==> config.mk <==
export PLATFORM = sky130hd
export DESIGN_NAME = lts_lane_test_status
export DESIGN_NICKNAME = d
export VERILOG_FILES = /design/src/pkg/lts_pkg.sv /design/src/hdl/lts_lane_test_status.sv
export SDC_FILE = /design/constraint.sdc
export NUM_CORES = 1
export LEC_CHECK = 0
export BUFFER_PORTS_ARGS = -buffer_cell sky130_fd_sc_hd__buf_2
export CAP_MARGIN = 20
export CORE_MARGIN = 5
export CORE_UTILIZATION = 25
export CTS_CLUSTER_DIAMETER = 80
export DETAILED_ROUTE_END_ITERATION = 16
export PLACE_DENSITY_LB_ADDON = 0.25
export SYNTH_ARGS = -nofsm -noshare
export SYNTH_HDL_FRONTEND = slang
export SYNTH_SLANG_ARGS = --single-unit
export TNS_END_PERCENT = 100
==> constraint.sdc <==
create_clock -name clk -period 4.5 [get_ports clk]
set_input_delay 0.45 -clock clk [delete_from_list [all_inputs] [get_ports clk]]
set_output_delay 0.45 -clock clk [all_outputs]
set_load 0.1 [all_outputs]
==> src/pkg/lts_pkg.sv <==
// Purpose: shared constants for the lane test and status block
// Assumes: APB slave with 32-bit data, one aligned word per register
// Notes:   byte addresses are used directly on paddr
`default_nettype none
package lts_pkg;
   // ==========================================================
   // register byte offsets
   localparam logic [7:0] LTS_OFF_CTRL = 8'h00;
   localparam logic [7:0] LTS_OFF_BOOST = 8'h04;
   localparam logic [7:0] LTS_OFF_STATUS = 8'h08;
   localparam logic [7:0] LTS_OFF_ERRCNT = 8'h0C;
   localparam logic [7:0] LTS_OFF_IRQST = 8'h10;
   localparam logic [7:0] LTS_OFF_IRQMASK = 8'h14;

   // ==========================================================
   // control register fields
   localparam int LTS_CTRL_EQRST = 0;
   localparam int LTS_CTRL_HFREEZE = 1;
   localparam int LTS_CTRL_HOVR = 2;
   localparam int LTS_CTRL_LFREEZE = 3;
   localparam int LTS_CTRL_LOVR = 4;
   localparam int LTS_CTRL_TXBLOCK = 5;
   localparam int LTS_CTRL_CDRFREEZE = 6;
   localparam int LTS_CTRL_FORCEERR = 7;
   localparam int LTS_CTRL_CNTCLR = 8;
   localparam int LTS_CTRL_GENSEL = 16;
   localparam int LTS_CTRL_CHKSEL = 20;
   localparam logic [31:0] LTS_CTRL_RESET = 32'h0000_0000;
   localparam logic [31:0] LTS_CTRL_MASK = 32'h0077_01FF;

   // ==========================================================
   // boost register, status and interrupt fields
   localparam int LTS_BOOST_HIGH = 0;
   localparam int LTS_BOOST_LOW = 8;
   localparam logic [15:0] LTS_BOOST_RESET = 16'h0000;
   localparam int LTS_ST_PATERR = 0;
   localparam int LTS_ST_DISP = 4;
   localparam int LTS_ST_INVAL = 8;
   localparam int LTS_ST_COMMA = 12;
   localparam int LTS_IRQ_PATERR = 0;
   localparam int LTS_IRQ_DISP = 1;
   localparam int LTS_IRQ_INVAL = 2;
   localparam int LTS_IRQ_COMMA = 3;
   localparam logic [3:0] LTS_IRQ_RESET = 4'h0;

   // ==========================================================
   // pattern select encodings and the shared PRBS seed
   localparam logic [2:0] LTS_PAT_OFF = 3'h0;
   localparam logic [2:0] LTS_PAT_PRBS7 = 3'h1;
   localparam logic [2:0] LTS_PAT_PRBS15 = 3'h2;
   localparam logic [2:0] LTS_PAT_PRBS23 = 3'h3;
   localparam logic [2:0] LTS_PAT_PRBS31 = 3'h4;
   localparam logic [30:0] LTS_SEED = 31'h7FFF_FFFF;
endpackage
`default_nettype wire

==> src/hdl/lts_lane_test_status.sv <==
// Purpose: lane 0 test, equalizer control and status logic behind an APB slave
// Assumes: all lane-side inputs synchronous to clk; zero-wait APB answers
// Notes:   pattern generator and checker handle 32 bits per clock
//
// Overview of operation
// - software pulses the equalizer reset bit high then low and the falling edge starts a reset.
// - each boost freeze bit either holds its boost value or lets it follow its source.
// - each boost override bit picks the live register value or the static attribute as source.
// - while transmit block is set the lane transmits zeros and resumes once it clears.
// - setting the checker count clear bit zeroes the pattern error counter.
// - the pattern error flag is high only for words that currently mismatch.
// - a three-bit checker select picks the sequence the receive checker expects.
// - a three-bit generator select picks the sequence the transmit generator sends.
// - while force error is held the generated word carries a flipped bit every cycle.
// - while recovery loop freeze is set the recovery loop hold output is asserted.
// - a four-bit flag shows a running disparity error on each received byte.
// - a four-bit flag shows each received byte that was not a legal 8B/10B character.
// - the comma found output goes high when the aligner reports a comma.
//
// Local design decisions: the register offsets and register access over APB.
`timescale 1ns/1ps
`default_nettype none
module lts_lane_test_status
   import lts_pkg::*;
#(
   parameter int CNT_W = 32,
   parameter logic [7:0] HIGH_BOOST_ATTR = 8'h00,
   parameter logic [7:0] LOW_BOOST_ATTR = 8'h00
) (
   input wire logic clk,
   input wire logic rst_b,
   input wire logic clkEn,
   // apb slave
   input wire logic psel,
   input wire logic penable,
   input wire logic pwrite,
   input wire logic [7:0] paddr,
   input wire logic [31:0] pwdata,
   output logic [31:0] prdata,
   output logic pready,
   output logic pslverr,
   output logic irq,
   // transmit path
   input wire logic [31:0] txUserData,
   output logic [31:0] laneTxData,
   // receive path from decoder and aligner
   input wire logic [31:0] laneRxData,
   input wire logic [3:0] rxDisparityIn,
   input wire logic [3:0] rxInvalidCodeIn,
   input wire logic rxCommaIn,
   // lane controls and status
   output logic lane0EqualizerResetStart,
   output logic [7:0] lane0HighBoost,
   output logic [7:0] lane0LowBoost,
   output logic lane0RecoveryLoopFreeze,
   output logic lane0PatternErrorFlag,
   output logic [3:0] lane0ByteDisparityFlags,
   output logic [3:0] lane0ByteInvalidCodeFlags,
   output logic lane0CommaFound
);

   // ==========================================================
   // state record
   typedef struct packed {
      logic [31:0] ctrl;
      logic [15:0] boost;
      logic [3:0] irqStatus;
      logic [3:0] irqMask;
      logic [31:0] rdata;
      logic ready;
      logic slvErr;
      logic irqOut;
      logic eqResetPrev;
      logic eqResetStart;
      logic [7:0] highBoost;
      logic [7:0] lowBoost;
      logic cdrFreeze;
      logic [30:0] genState;
      logic [31:0] txData;
      logic [30:0] chkState;
      logic patErr;
      logic [CNT_W-1:0] errCount;
      logic [3:0] dispFlags;
      logic [3:0] invalFlags;
      logic comma;
   } lts_state_t;

   lts_state_t stateReg;
   lts_state_t stateNext;

   // ==========================================================
   // pattern helpers
   // feedback bit for the selected polynomial
   function automatic logic ltsFeedback(input logic [30:0] st, input logic [2:0] sel);
      logic fb;
      fb = 1'b0;
      case (sel)
         LTS_PAT_PRBS7: fb = st[6] ^ st[5];
         LTS_PAT_PRBS15: fb = st[14] ^ st[13];
         LTS_PAT_PRBS23: fb = st[22] ^ st[17];
         LTS_PAT_PRBS31: fb = st[30] ^ st[27];
         default: fb = 1'b0;
      endcase
      return fb;
   endfunction

   // advance 32 bits; returns {next state, predicted word}
   // in feed mode the received bits enter the register so the checker self-aligns
   function automatic logic [62:0] ltsAdvance(input logic [30:0] st, input logic [2:0] sel,
                                              input logic feed, input logic [31:0] rx);
      logic [30:0] s;
      logic [31:0] word;
      logic b;
      s = (st == 31'h0000_0000) ? LTS_SEED : st; // escape the lock-up state
      word = 32'h0000_0000;
      b = 1'b0;
      for (int i = 0; i < 32; i++) begin
         b = ltsFeedback(s, sel);
         word[31-i] = b;
         s = {s[29:0], (feed ? rx[31-i] : b)};
      end
      return {s, word};
   endfunction

   // ==========================================================
   // combinational next state
   always_comb begin
      logic [62:0] genAdv;
      logic [62:0] chkAdv;
      logic [2:0] genSel;
      logic [2:0] chkSel;
      logic [31:0] txWord;
      logic mismatch;
      logic wrEn;
      logic rdSetup;
      logic [3:0] w1c;
      logic [3:0] events;
      logic [7:0] highSrc;
      logic [7:0] lowSrc;
      genAdv = 63'h0;
      chkAdv = 63'h0;
      genSel = 3'h0;
      chkSel = 3'h0;
      txWord = 32'h0000_0000;
      mismatch = 1'b0;
      w1c = 4'h0;
      events = 4'h0;
      highSrc = 8'h00;
      lowSrc = 8'h00;
      stateNext = stateReg;

      // apb decode: answer prepared in setup, write lands in access
      wrEn = psel & penable & pwrite & stateReg.ready;
      rdSetup = psel & ~penable;
      stateNext.ready = rdSetup;
      stateNext.slvErr = 1'b0;
      stateNext.rdata = 32'h0000_0000;
      if (rdSetup) begin
         case (paddr)
            LTS_OFF_CTRL: stateNext.rdata = stateReg.ctrl;
            LTS_OFF_BOOST: stateNext.rdata = {16'h0000, stateReg.boost};
            LTS_OFF_STATUS: begin
               stateNext.rdata[LTS_ST_PATERR] = stateReg.patErr;
               stateNext.rdata[LTS_ST_DISP +: 4] = stateReg.dispFlags;
               stateNext.rdata[LTS_ST_INVAL +: 4] = stateReg.invalFlags;
               stateNext.rdata[LTS_ST_COMMA] = stateReg.comma;
            end
            LTS_OFF_ERRCNT: stateNext.rdata[CNT_W-1:0] = stateReg.errCount;
            LTS_OFF_IRQST: stateNext.rdata[3:0] = stateReg.irqStatus;
            LTS_OFF_IRQMASK: stateNext.rdata[3:0] = stateReg.irqMask;
            default: stateNext.slvErr = 1'b1; // unmapped: reads zero, error
         endcase
      end
      if (wrEn) begin
         case (paddr)
            LTS_OFF_CTRL: stateNext.ctrl = pwdata & LTS_CTRL_MASK;
            LTS_OFF_BOOST: stateNext.boost = pwdata[15:0];
            LTS_OFF_IRQST: w1c = pwdata[3:0];
            LTS_OFF_IRQMASK: stateNext.irqMask = pwdata[3:0];
            default: w1c = 4'h0;
         endcase
      end

      // equalizer reset starts on the falling edge of the software pulse
      stateNext.eqResetPrev = stateReg.ctrl[LTS_CTRL_EQRST];
      stateNext.eqResetStart = stateReg.eqResetPrev & ~stateReg.ctrl[LTS_CTRL_EQRST];

      // boost source select, then freeze or follow
      highSrc = stateReg.ctrl[LTS_CTRL_HOVR] ? stateReg.boost[LTS_BOOST_HIGH +: 8]
                                             : HIGH_BOOST_ATTR;
      lowSrc = stateReg.ctrl[LTS_CTRL_LOVR] ? stateReg.boost[LTS_BOOST_LOW +: 8]
                                            : LOW_BOOST_ATTR;
      if (!stateReg.ctrl[LTS_CTRL_HFREEZE]) begin
         stateNext.highBoost = highSrc;
      end
      if (!stateReg.ctrl[LTS_CTRL_LFREEZE]) begin
         stateNext.lowBoost = lowSrc;
      end

      // recovery loop hold follows its control bit
      stateNext.cdrFreeze = stateReg.ctrl[LTS_CTRL_CDRFREEZE];

      // transmit generator
      genSel = stateReg.ctrl[LTS_CTRL_GENSEL +: 3];
      if (genSel == LTS_PAT_OFF || genSel > LTS_PAT_PRBS31) begin
         txWord = txUserData;
         stateNext.genState = LTS_SEED;
      end else begin
         genAdv = ltsAdvance(stateReg.genState, genSel, 1'b0, 32'h0000_0000);
         stateNext.genState = genAdv[62:32];
         txWord = genAdv[31:0];
      end
      if (stateReg.ctrl[LTS_CTRL_FORCEERR]) begin
         txWord[0] = ~txWord[0];
      end
      stateNext.txData = stateReg.ctrl[LTS_CTRL_TXBLOCK] ? 32'h0000_0000 : txWord;

      // receive checker: prediction from past bits against this word
      chkSel = stateReg.ctrl[LTS_CTRL_CHKSEL +: 3];
      if (chkSel == LTS_PAT_OFF || chkSel > LTS_PAT_PRBS31) begin
         stateNext.chkState = LTS_SEED;
      end else begin
         chkAdv = ltsAdvance(stateReg.chkState, chkSel, 1'b1, laneRxData);
         stateNext.chkState = chkAdv[62:32];
         mismatch = (chkAdv[31:0] != laneRxData);
      end
      stateNext.patErr = mismatch;
      if (stateReg.ctrl[LTS_CTRL_CNTCLR]) begin
         stateNext.errCount = '0;
      end else if (mismatch && !(&stateReg.errCount)) begin
         stateNext.errCount = stateReg.errCount + 1'b1;
      end

      // per-byte decoder status and comma
      stateNext.dispFlags = rxDisparityIn;
      stateNext.invalFlags = rxInvalidCodeIn;
      stateNext.comma = rxCommaIn;

      // sticky interrupt status: a new event wins over a clear
      events[LTS_IRQ_PATERR] = mismatch;
      events[LTS_IRQ_DISP] = |rxDisparityIn;
      events[LTS_IRQ_INVAL] = |rxInvalidCodeIn;
      events[LTS_IRQ_COMMA] = rxCommaIn;
      stateNext.irqStatus = (stateReg.irqStatus & ~w1c) | events;
      stateNext.irqOut = |(stateNext.irqStatus & stateNext.irqMask);
   end

   // ==========================================================
   // state register with clock enable and synchronous reset
   always_ff @(posedge clk) begin
      if (!rst_b) begin
         stateReg <= '0;
         stateReg.ctrl <= LTS_CTRL_RESET;
         stateReg.boost <= LTS_BOOST_RESET;
         stateReg.irqStatus <= LTS_IRQ_RESET;
         stateReg.irqMask <= LTS_IRQ_RESET;
         stateReg.highBoost <= HIGH_BOOST_ATTR;
         stateReg.lowBoost <= LOW_BOOST_ATTR;
         stateReg.genState <= LTS_SEED;
         stateReg.chkState <= LTS_SEED;
      end else if (clkEn) begin
         stateReg <= stateNext;
      end
   end

   // ==========================================================
   // outputs straight from the state register
   assign prdata = stateReg.rdata;
   assign pready = stateReg.ready;
   assign pslverr = stateReg.slvErr;
   assign irq = stateReg.irqOut;
   assign laneTxData = stateReg.txData;
   assign lane0EqualizerResetStart = stateReg.eqResetStart;
   assign lane0HighBoost = stateReg.highBoost;
   assign lane0LowBoost = stateReg.lowBoost;
   assign lane0RecoveryLoopFreeze = stateReg.cdrFreeze;
   assign lane0PatternErrorFlag = stateReg.patErr;
   assign lane0ByteDisparityFlags = stateReg.dispFlags;
   assign lane0ByteInvalidCodeFlags = stateReg.invalFlags;
   assign lane0CommaFound = stateReg.comma;

endmodule
`default_nettype wire

==> results.sh, run 1 <==
export IMPL_grt_pass1_vias=13769
export IMPL_clkSlewWorstSetupHoldPaths_ps=60
export IMPL_final_period_utilization_pct=93.3
export IMPL_portBuffers=203
export IMPL_synth_common_cells="nand2_1, dfxtp_1, xor2_1, clkbuf_1, xnor2_1"
export IMPL_p_sw_uw=1360
export IMPL_cts_resized=0
export IMPL_worst_ep_required_time_ps=4970
export IMPL_gp_congestion=0.946
export IMPL_outcome="finished clean"
export IMPL_grt_pass1_wl_um=88600
export IMPL_synth_flop_cell="dfxtp_1"
export IMPL_p_total_uw=4900
export IMPL_initial_utilization_pct=25.1
export IMPL_startpoint_type="register"
export IMPL_synth_top_area_share_pct=30.5
export IMPL_synthTopCellsByArea="dfxtp_1, xor2_1, xnor2_1"
export IMPL_maxSlewHeadroom_pct=32.8
export IMPL_cp_end_kind="register"
export IMPL_drt_first_pass_iters=6
export IMPL_wl_per_cell_um=21.5
export IMPL_cts_sinks=229
export IMPL_nFillCells=6508
export IMPL_fin_nets=2060
export IMPL_core_mm2=0.0600
export IMPL_die_width_um=255
export IMPL_vdd_ir_drop_max_mv=0.312
export IMPL_postSynthCellCount=1892
export IMPL_synth_cell_types=84
export IMPL_grt_usage_pct=17.3
export IMPL_crit_type="reg -> reg"
export IMPL_grt_max_degree=81
export IMPL_clockBufferDepth=3
export IMPL_hp_class="in -> reg"
export IMPL_syn_num_nets=2014
export IMPL_fin_setup_tns_ps=0
export IMPL_cts_root_buf="clkbuf_16"
export IMPL_cts_tree="built"
export IMPL_clk_latency_ps=580
export IMPL_async_flop_share_pct=0
export IMPL_die_h_um=255
export IMPL_pwr_share_seq_pct=42.2
export IMPL_finalMaxSlewViolations=0
export IMPL_drt_iter0_markers=1372
export IMPL_via_per_inst=5.10
export IMPL_cts_buffers=29
export IMPL_setup_viol=0
export IMPL_overflow=0
export IMPL_syn_area_per_cell_um2=7.95
export IMPL_yosys_cell_count_top_type="nand2_1"
export IMPL_vias=14001
export IMPL_ios=214
export IMPL_final_layout_size_suffix_gt1_share_pct=19.4
export IMPL_power_density_mw_per_mm2=285
export IMPL_clock_skew_ps=17.3
export IMPL_synth_seq_cells=229
export IMPL_synth_seq_area_share_pct=30.5
export IMPL_hold_viol=0
export IMPL_holdBufCountCts=0
export IMPL_power_internal_uw=3540
export IMPL_dieArea_mm2=0.0652
export IMPL_clkPwrFrac_pct=47.6
export IMPL_p_comb_share_pct=10.1
export IMPL_dp_hpwl_um=44100
export IMPL_cts_setup_buffers=0
export IMPL_fmax_mhz=238
export IMPL_tightest_slew_ps=1010
export IMPL_antenna_found_initial=3
export IMPL_yosysWarnings=0
export IMPL_htree_num_levels=1
export IMPL_synth_largest_area_cell="dfxtp_1"
export IMPL_crit_arrival_ps=4670
export IMPL_rsz0062_at_grt="no"
export IMPL_netSwitchingFraction_pct=27.8
export IMPL_drc=0
export IMPL_p_leak_uw=0.00633
export IMPL_cap_viol_max_count=0
export IMPL_synth_cell_area_mm2=0.0150
export IMPL_period_needed_ps=4200
export IMPL_crit_fanout=11
export IMPL_r2r_setup_slack_ps=300
export IMPL_wl_um=59100
export IMPL_antenna_left=0
export IMPL_rows=90
export IMPL_area_growth_pct=14.3
export IMPL_synth_edf_count=0
## cell usage in the layout, fill, tap and decap left out, types with 7 or more instances in the layout
master,Yosys,routed
nand2_1,235,235
dfxtp_1,229,229
buf_2,27,201
xor2_1,133,133
xnor2_1,120,120
nor2_1,114,114
o21ai_0,85,85
buf_4,90,81
a21oi_1,69,69
nor2b_1,68,68
a21boi_0,55,55
a22oi_1,54,54
nand3_1,37,37
mux2i_1,33,33
or3_1,33,33
o22ai_1,29,29
clkbuf_16,0,29
nor4_1,27,27
a222oi_1,23,23
nor3_1,22,22
and2_1,21,21
a221oi_1,19,19
and3_1,18,18
nand2b_1,15,15
nand4_1,14,14
o21ai_1,14,14
o221ai_1,11,11
clkinv_2,0,11
a211oi_1,10,10
and4_1,8,8
a31oi_1,7,7
clkbuf_8,0,7
## worst max-delay path, cell delays in order (launching register included)
cell       delay, ps
dfxtp_1          540
nor2_1            90
ha_1             290
a22o_1           330
o21ai_2          490
a2111oi_0        200
a211o_1          310
or2_1            320
a211o_4          400
xnor2_2          140
o21ai_2          410
mux2i_1          330
a211o_1          160
nand3_1           70
## power groups by stage
stage,clock network (uW),registers [uW],logic (uW)
detailed placement,0,2110,495
global route,2490,2070,523
floorplan,0,2120,354
global placement,0,2110,497
finish,2330,2070,497
CTS,2400,2070,496
## path summary, 6_finish.rpt
path                           from           endpoint  depth (start not counted)
hold / removal           pwdata[14]      stateReg[212]                          3
setup reg to reg      stateReg[231]      laneTxData[0]                         13
setup / recovery      stateReg[231]      laneTxData[0]                         13
hold reg to reg   lane0HighBoost[5]  lane0HighBoost[5]                          2
## cell families (layout without fill, tap and decap cells)
family                     after synthesis  in the layout  synth area share, %
buffers and inverters                  271            339                 9.54
adders and majority gates                3              3                0.250
other                                    0              2                    0
muxes                                   39             39                 2.65
AOI/OAI and AO/OA                      452            452                 21.2
xor gates and xnor gates               255            255                 15.0
and+or+nand+nor                        643            643                 20.9
DFF                                    229            229                 30.5
## state kept, by name, indices dropped and copies added, names as in the netlist, 2 cells and up
name and count:
lane0ByteDisparityFlags 4, lane0ByteInvalidCodeFlags 4, lane0HighBoost 8, lane0LowBoost 8, laneTxData 32, prdata 32
stateNext 2, stateReg 132
## final cells by class
class	count	area (um^2)	area share [%]
tap	782	978	5.69
sequential	229	4580	26.7
inverter	4	16.3	0.0946
clock buffer	37	826	4.80
antenna	2	5.00	0.0291
clock inverter	16	133	0.771
timing repair buffer	282	1610	9.39
multi-input combinational	1392	9030	52.6
## metrics by stage
stage          hold WS [ps]  setup slack (ps)  util [%]  cells  instance area, um^2
3_3_place_gp            455               414      27.0   2689                16200
6_report                124               303      28.6   2744                17200
4_1_cts                88.5               378      28.6   2742                17200
3_5_place_dp            456               404      27.0   2689                16200
5_1_grt                 113               157      28.6   2742                17200
2_1_floorplan           426              1090         -   1892                15000
## routing by layer
metal,vias to the layer above,wire length (um),GRT usage [%]
li1,6630,-,-
met3,75,3830,2.76
met2,492,26800,27.7
met5,-,20,0
met4,2,1220,3.98
met1,6802,27200,24.6
Power figures use the tool's default switching activity.
==> run 2: changes to the inputs <==
- clock period: 4.5 -> 3.9 ns (I/O delays scaled with it)
==> results.sh, run 2 (synthesized netlist as in run 1, its figures left out) <==
export IMPL_clock_skew_ps=14.4
export IMPL_die_width_um=255
export IMPL_worst_ep_required_time_ps=4410
export IMPL_cts_tree="built"
export IMPL_wl_per_cell_um=21.4
export IMPL_hold_viol=0
export IMPL_initial_utilization_pct=25.1
export IMPL_cap_viol_max_count=0
export IMPL_crit_type="reg -> reg"
export IMPL_clockBufferDepth=3
export IMPL_setup_viol=0
export IMPL_portBuffers=203
export IMPL_rr_endpoint="stateReg[106]"
export IMPL_whs_endpoint="stateReg[210]"
export IMPL_dp_hpwl_um=44800
export IMPL_crit_arrival_ps=4210
export IMPL_overflow=0
export IMPL_area_growth_pct=18.2
export IMPL_clk_latency_ps=590
export IMPL_cp_end_kind="register"
export IMPL_startpoint_type="register"
export IMPL_register_area_mm2=0.00459
export IMPL_nFillCells=6461
export IMPL_pre_cts_slack_ps=53.7
export IMPL_maxSlewHeadroom_pct=24.5
export IMPL_htree_num_levels=1
export IMPL_core_mm2=0.0600
export IMPL_final_cell_mix="nand2_1, dfxtp_1, buf_2"
export IMPL_final_common_cell="nand2_1"
export IMPL_via_per_inst=5.11
export IMPL_min_delay_path_depth=3
export IMPL_vias=14348
export IMPL_final_period_utilization_pct=95.0
export IMPL_fin_setup_tns_ps=0
export IMPL_r2r_setup_slack_ps=200
export IMPL_r2r_start="stateReg[230]"
export IMPL_drt_first_pass_iters=8
export IMPL_hp_class="in -> reg"
export IMPL_p_total_uw=5740
export IMPL_worstRegToRegCells=13
export IMPL_drc=0
export IMPL_power_density_mw_per_mm2=323
export IMPL_gp_congestion=0.967
export IMPL_vdd_ir_drop_max_mv=0.304
export IMPL_outcome="finished clean"
export IMPL_timing_hold_ws_ps=66.7
export IMPL_min_from="pwdata[12]"
export IMPL_largest_register_ffs=132
export IMPL_grt_pass1_wl_um=89100
export IMPL_grt_max_degree=100
export IMPL_fmax_mhz=270
export IMPL_die_h_um=255
export IMPL_p_leak_uw=0.00665
export IMPL_rows=90
export IMPL_largest_register="stateReg"
export IMPL_cts_sinks=229
export IMPL_antenna_left=0
export IMPL_finalMaxSlewViolations=0
export IMPL_rsz0062_at_grt="no"
export IMPL_period_needed_ps=3700
export IMPL_grt_pass1_vias=13794
export IMPL_fin_nets=2122
export IMPL_drt_iter0_markers=1507
export IMPL_setup_ws_ps=195
export IMPL_final_layout_size_suffix_gt1_share_pct=22.1
export IMPL_tightest_slew_ps=1130
export IMPL_antenna_found_initial=3
export IMPL_multi_input_area_mm2=0.00907
export IMPL_grt_usage_pct=17.5
export IMPL_dieArea_mm2=0.0652
export IMPL_cts_buffers=31
export IMPL_cts_root_buf="clkbuf_16"
export IMPL_wl_um=60200
export IMPL_clkSlewWorstSetupHoldPaths_ps=60
export IMPL_ios=214
export IMPL_crit_fanout=8
==> run 2: cell count changes in the layout (fill, tap and decap cells not counted), sizes merged <==
| cell | before | now |
|---|---|---|
| inv | 5 | 6 |
| clkbuf | 37 | 41 |
| clkinvlp | 2 | 1 |
| diode | 2 | 3 |
| buf | 282 | 342 |
==> run 2: what timing repair did <==
action                     in CTS  in global routing
hold buffers                    0                  0
hold endpoints to repair        0                  0
setup endpoints to repair       0                 45
resized for setup               0                 10
buffers inserted                0                  2
==> run 2: layout make-up <==
cell class / count / area share, %
multi-input cells: 1392 / 51.0
well taps: 782 / 5.50
inverters: 4 / 0.0915
repair buffers: 342 / 11.9
clock buffers: 41 / 4.86
flip-flops and latches: 229 / 25.8
clock inverters: 16 / 0.774
diodes: 3 / 0.0422
==> run 2: worst max-delay path by stage <==
stage / startpoint / end / slack, ps
floorplan: stateReg[231] / laneTxData[0] / 490
global placement: stateReg[230] / laneTxData[3] / 120
detailed placement: stateReg[234] / stateReg[35] / 50
CTS: stateReg[234] / stateReg[35] / 30
global route: stateReg[42] / stateReg[27] / 20
finish: stateReg[230] / stateReg[106] / 200
==> run 2: power breakdown <==
| group | internal [uW] | leakage, uW | switching, uW |
|---|---|---|---|
| clock | 1630 | 0.000500 | 1150 |
| combinational | 149 | 0.00429 | 425 |
| sequential | 2370 | 0.00186 | 22.7 |
| total | 4150 | 0.00665 | 1600 |
==> run 2: critical path: stages (launching register included) <==
cell	delay, ps
dfxtp_2	360
buf_4	150
or3_1	440
and2_1	310
o21a_1	190
nor2_1	270
o21ai_0	170
a221o_1	380
a211o_4	360
xnor2_2	140
o21ai_2	280
xor2_1	180
nand2_1	150
a32oi_1	240
==> run 2: metrics by stage <==
stage	utilization (%)	cell area (um^2)	instances
2_1_floorplan	-	15000	1892
3_3_place_gp	27.8	16700	2747
3_5_place_dp	27.8	16700	2747
4_1_cts	29.5	17700	2804
5_1_grt	29.6	17800	2806
6_report	29.6	17800	2809
==> run 2: routing by layer <==
layer | up-vias | GRT usage [%] | wire (um) | part of all wire (%)
li1 | 6758 | - | - | -
met1 | 6981 | 24.9 | 27300 | 45
met2 | 521 | 27.8 | 27300 | 45
met3 | 86 | 3.16 | 4170 | 6.9
met4 | 2 | 4.07 | 1430 | 2.4
met5 | - | 0 | 11 | 0.018
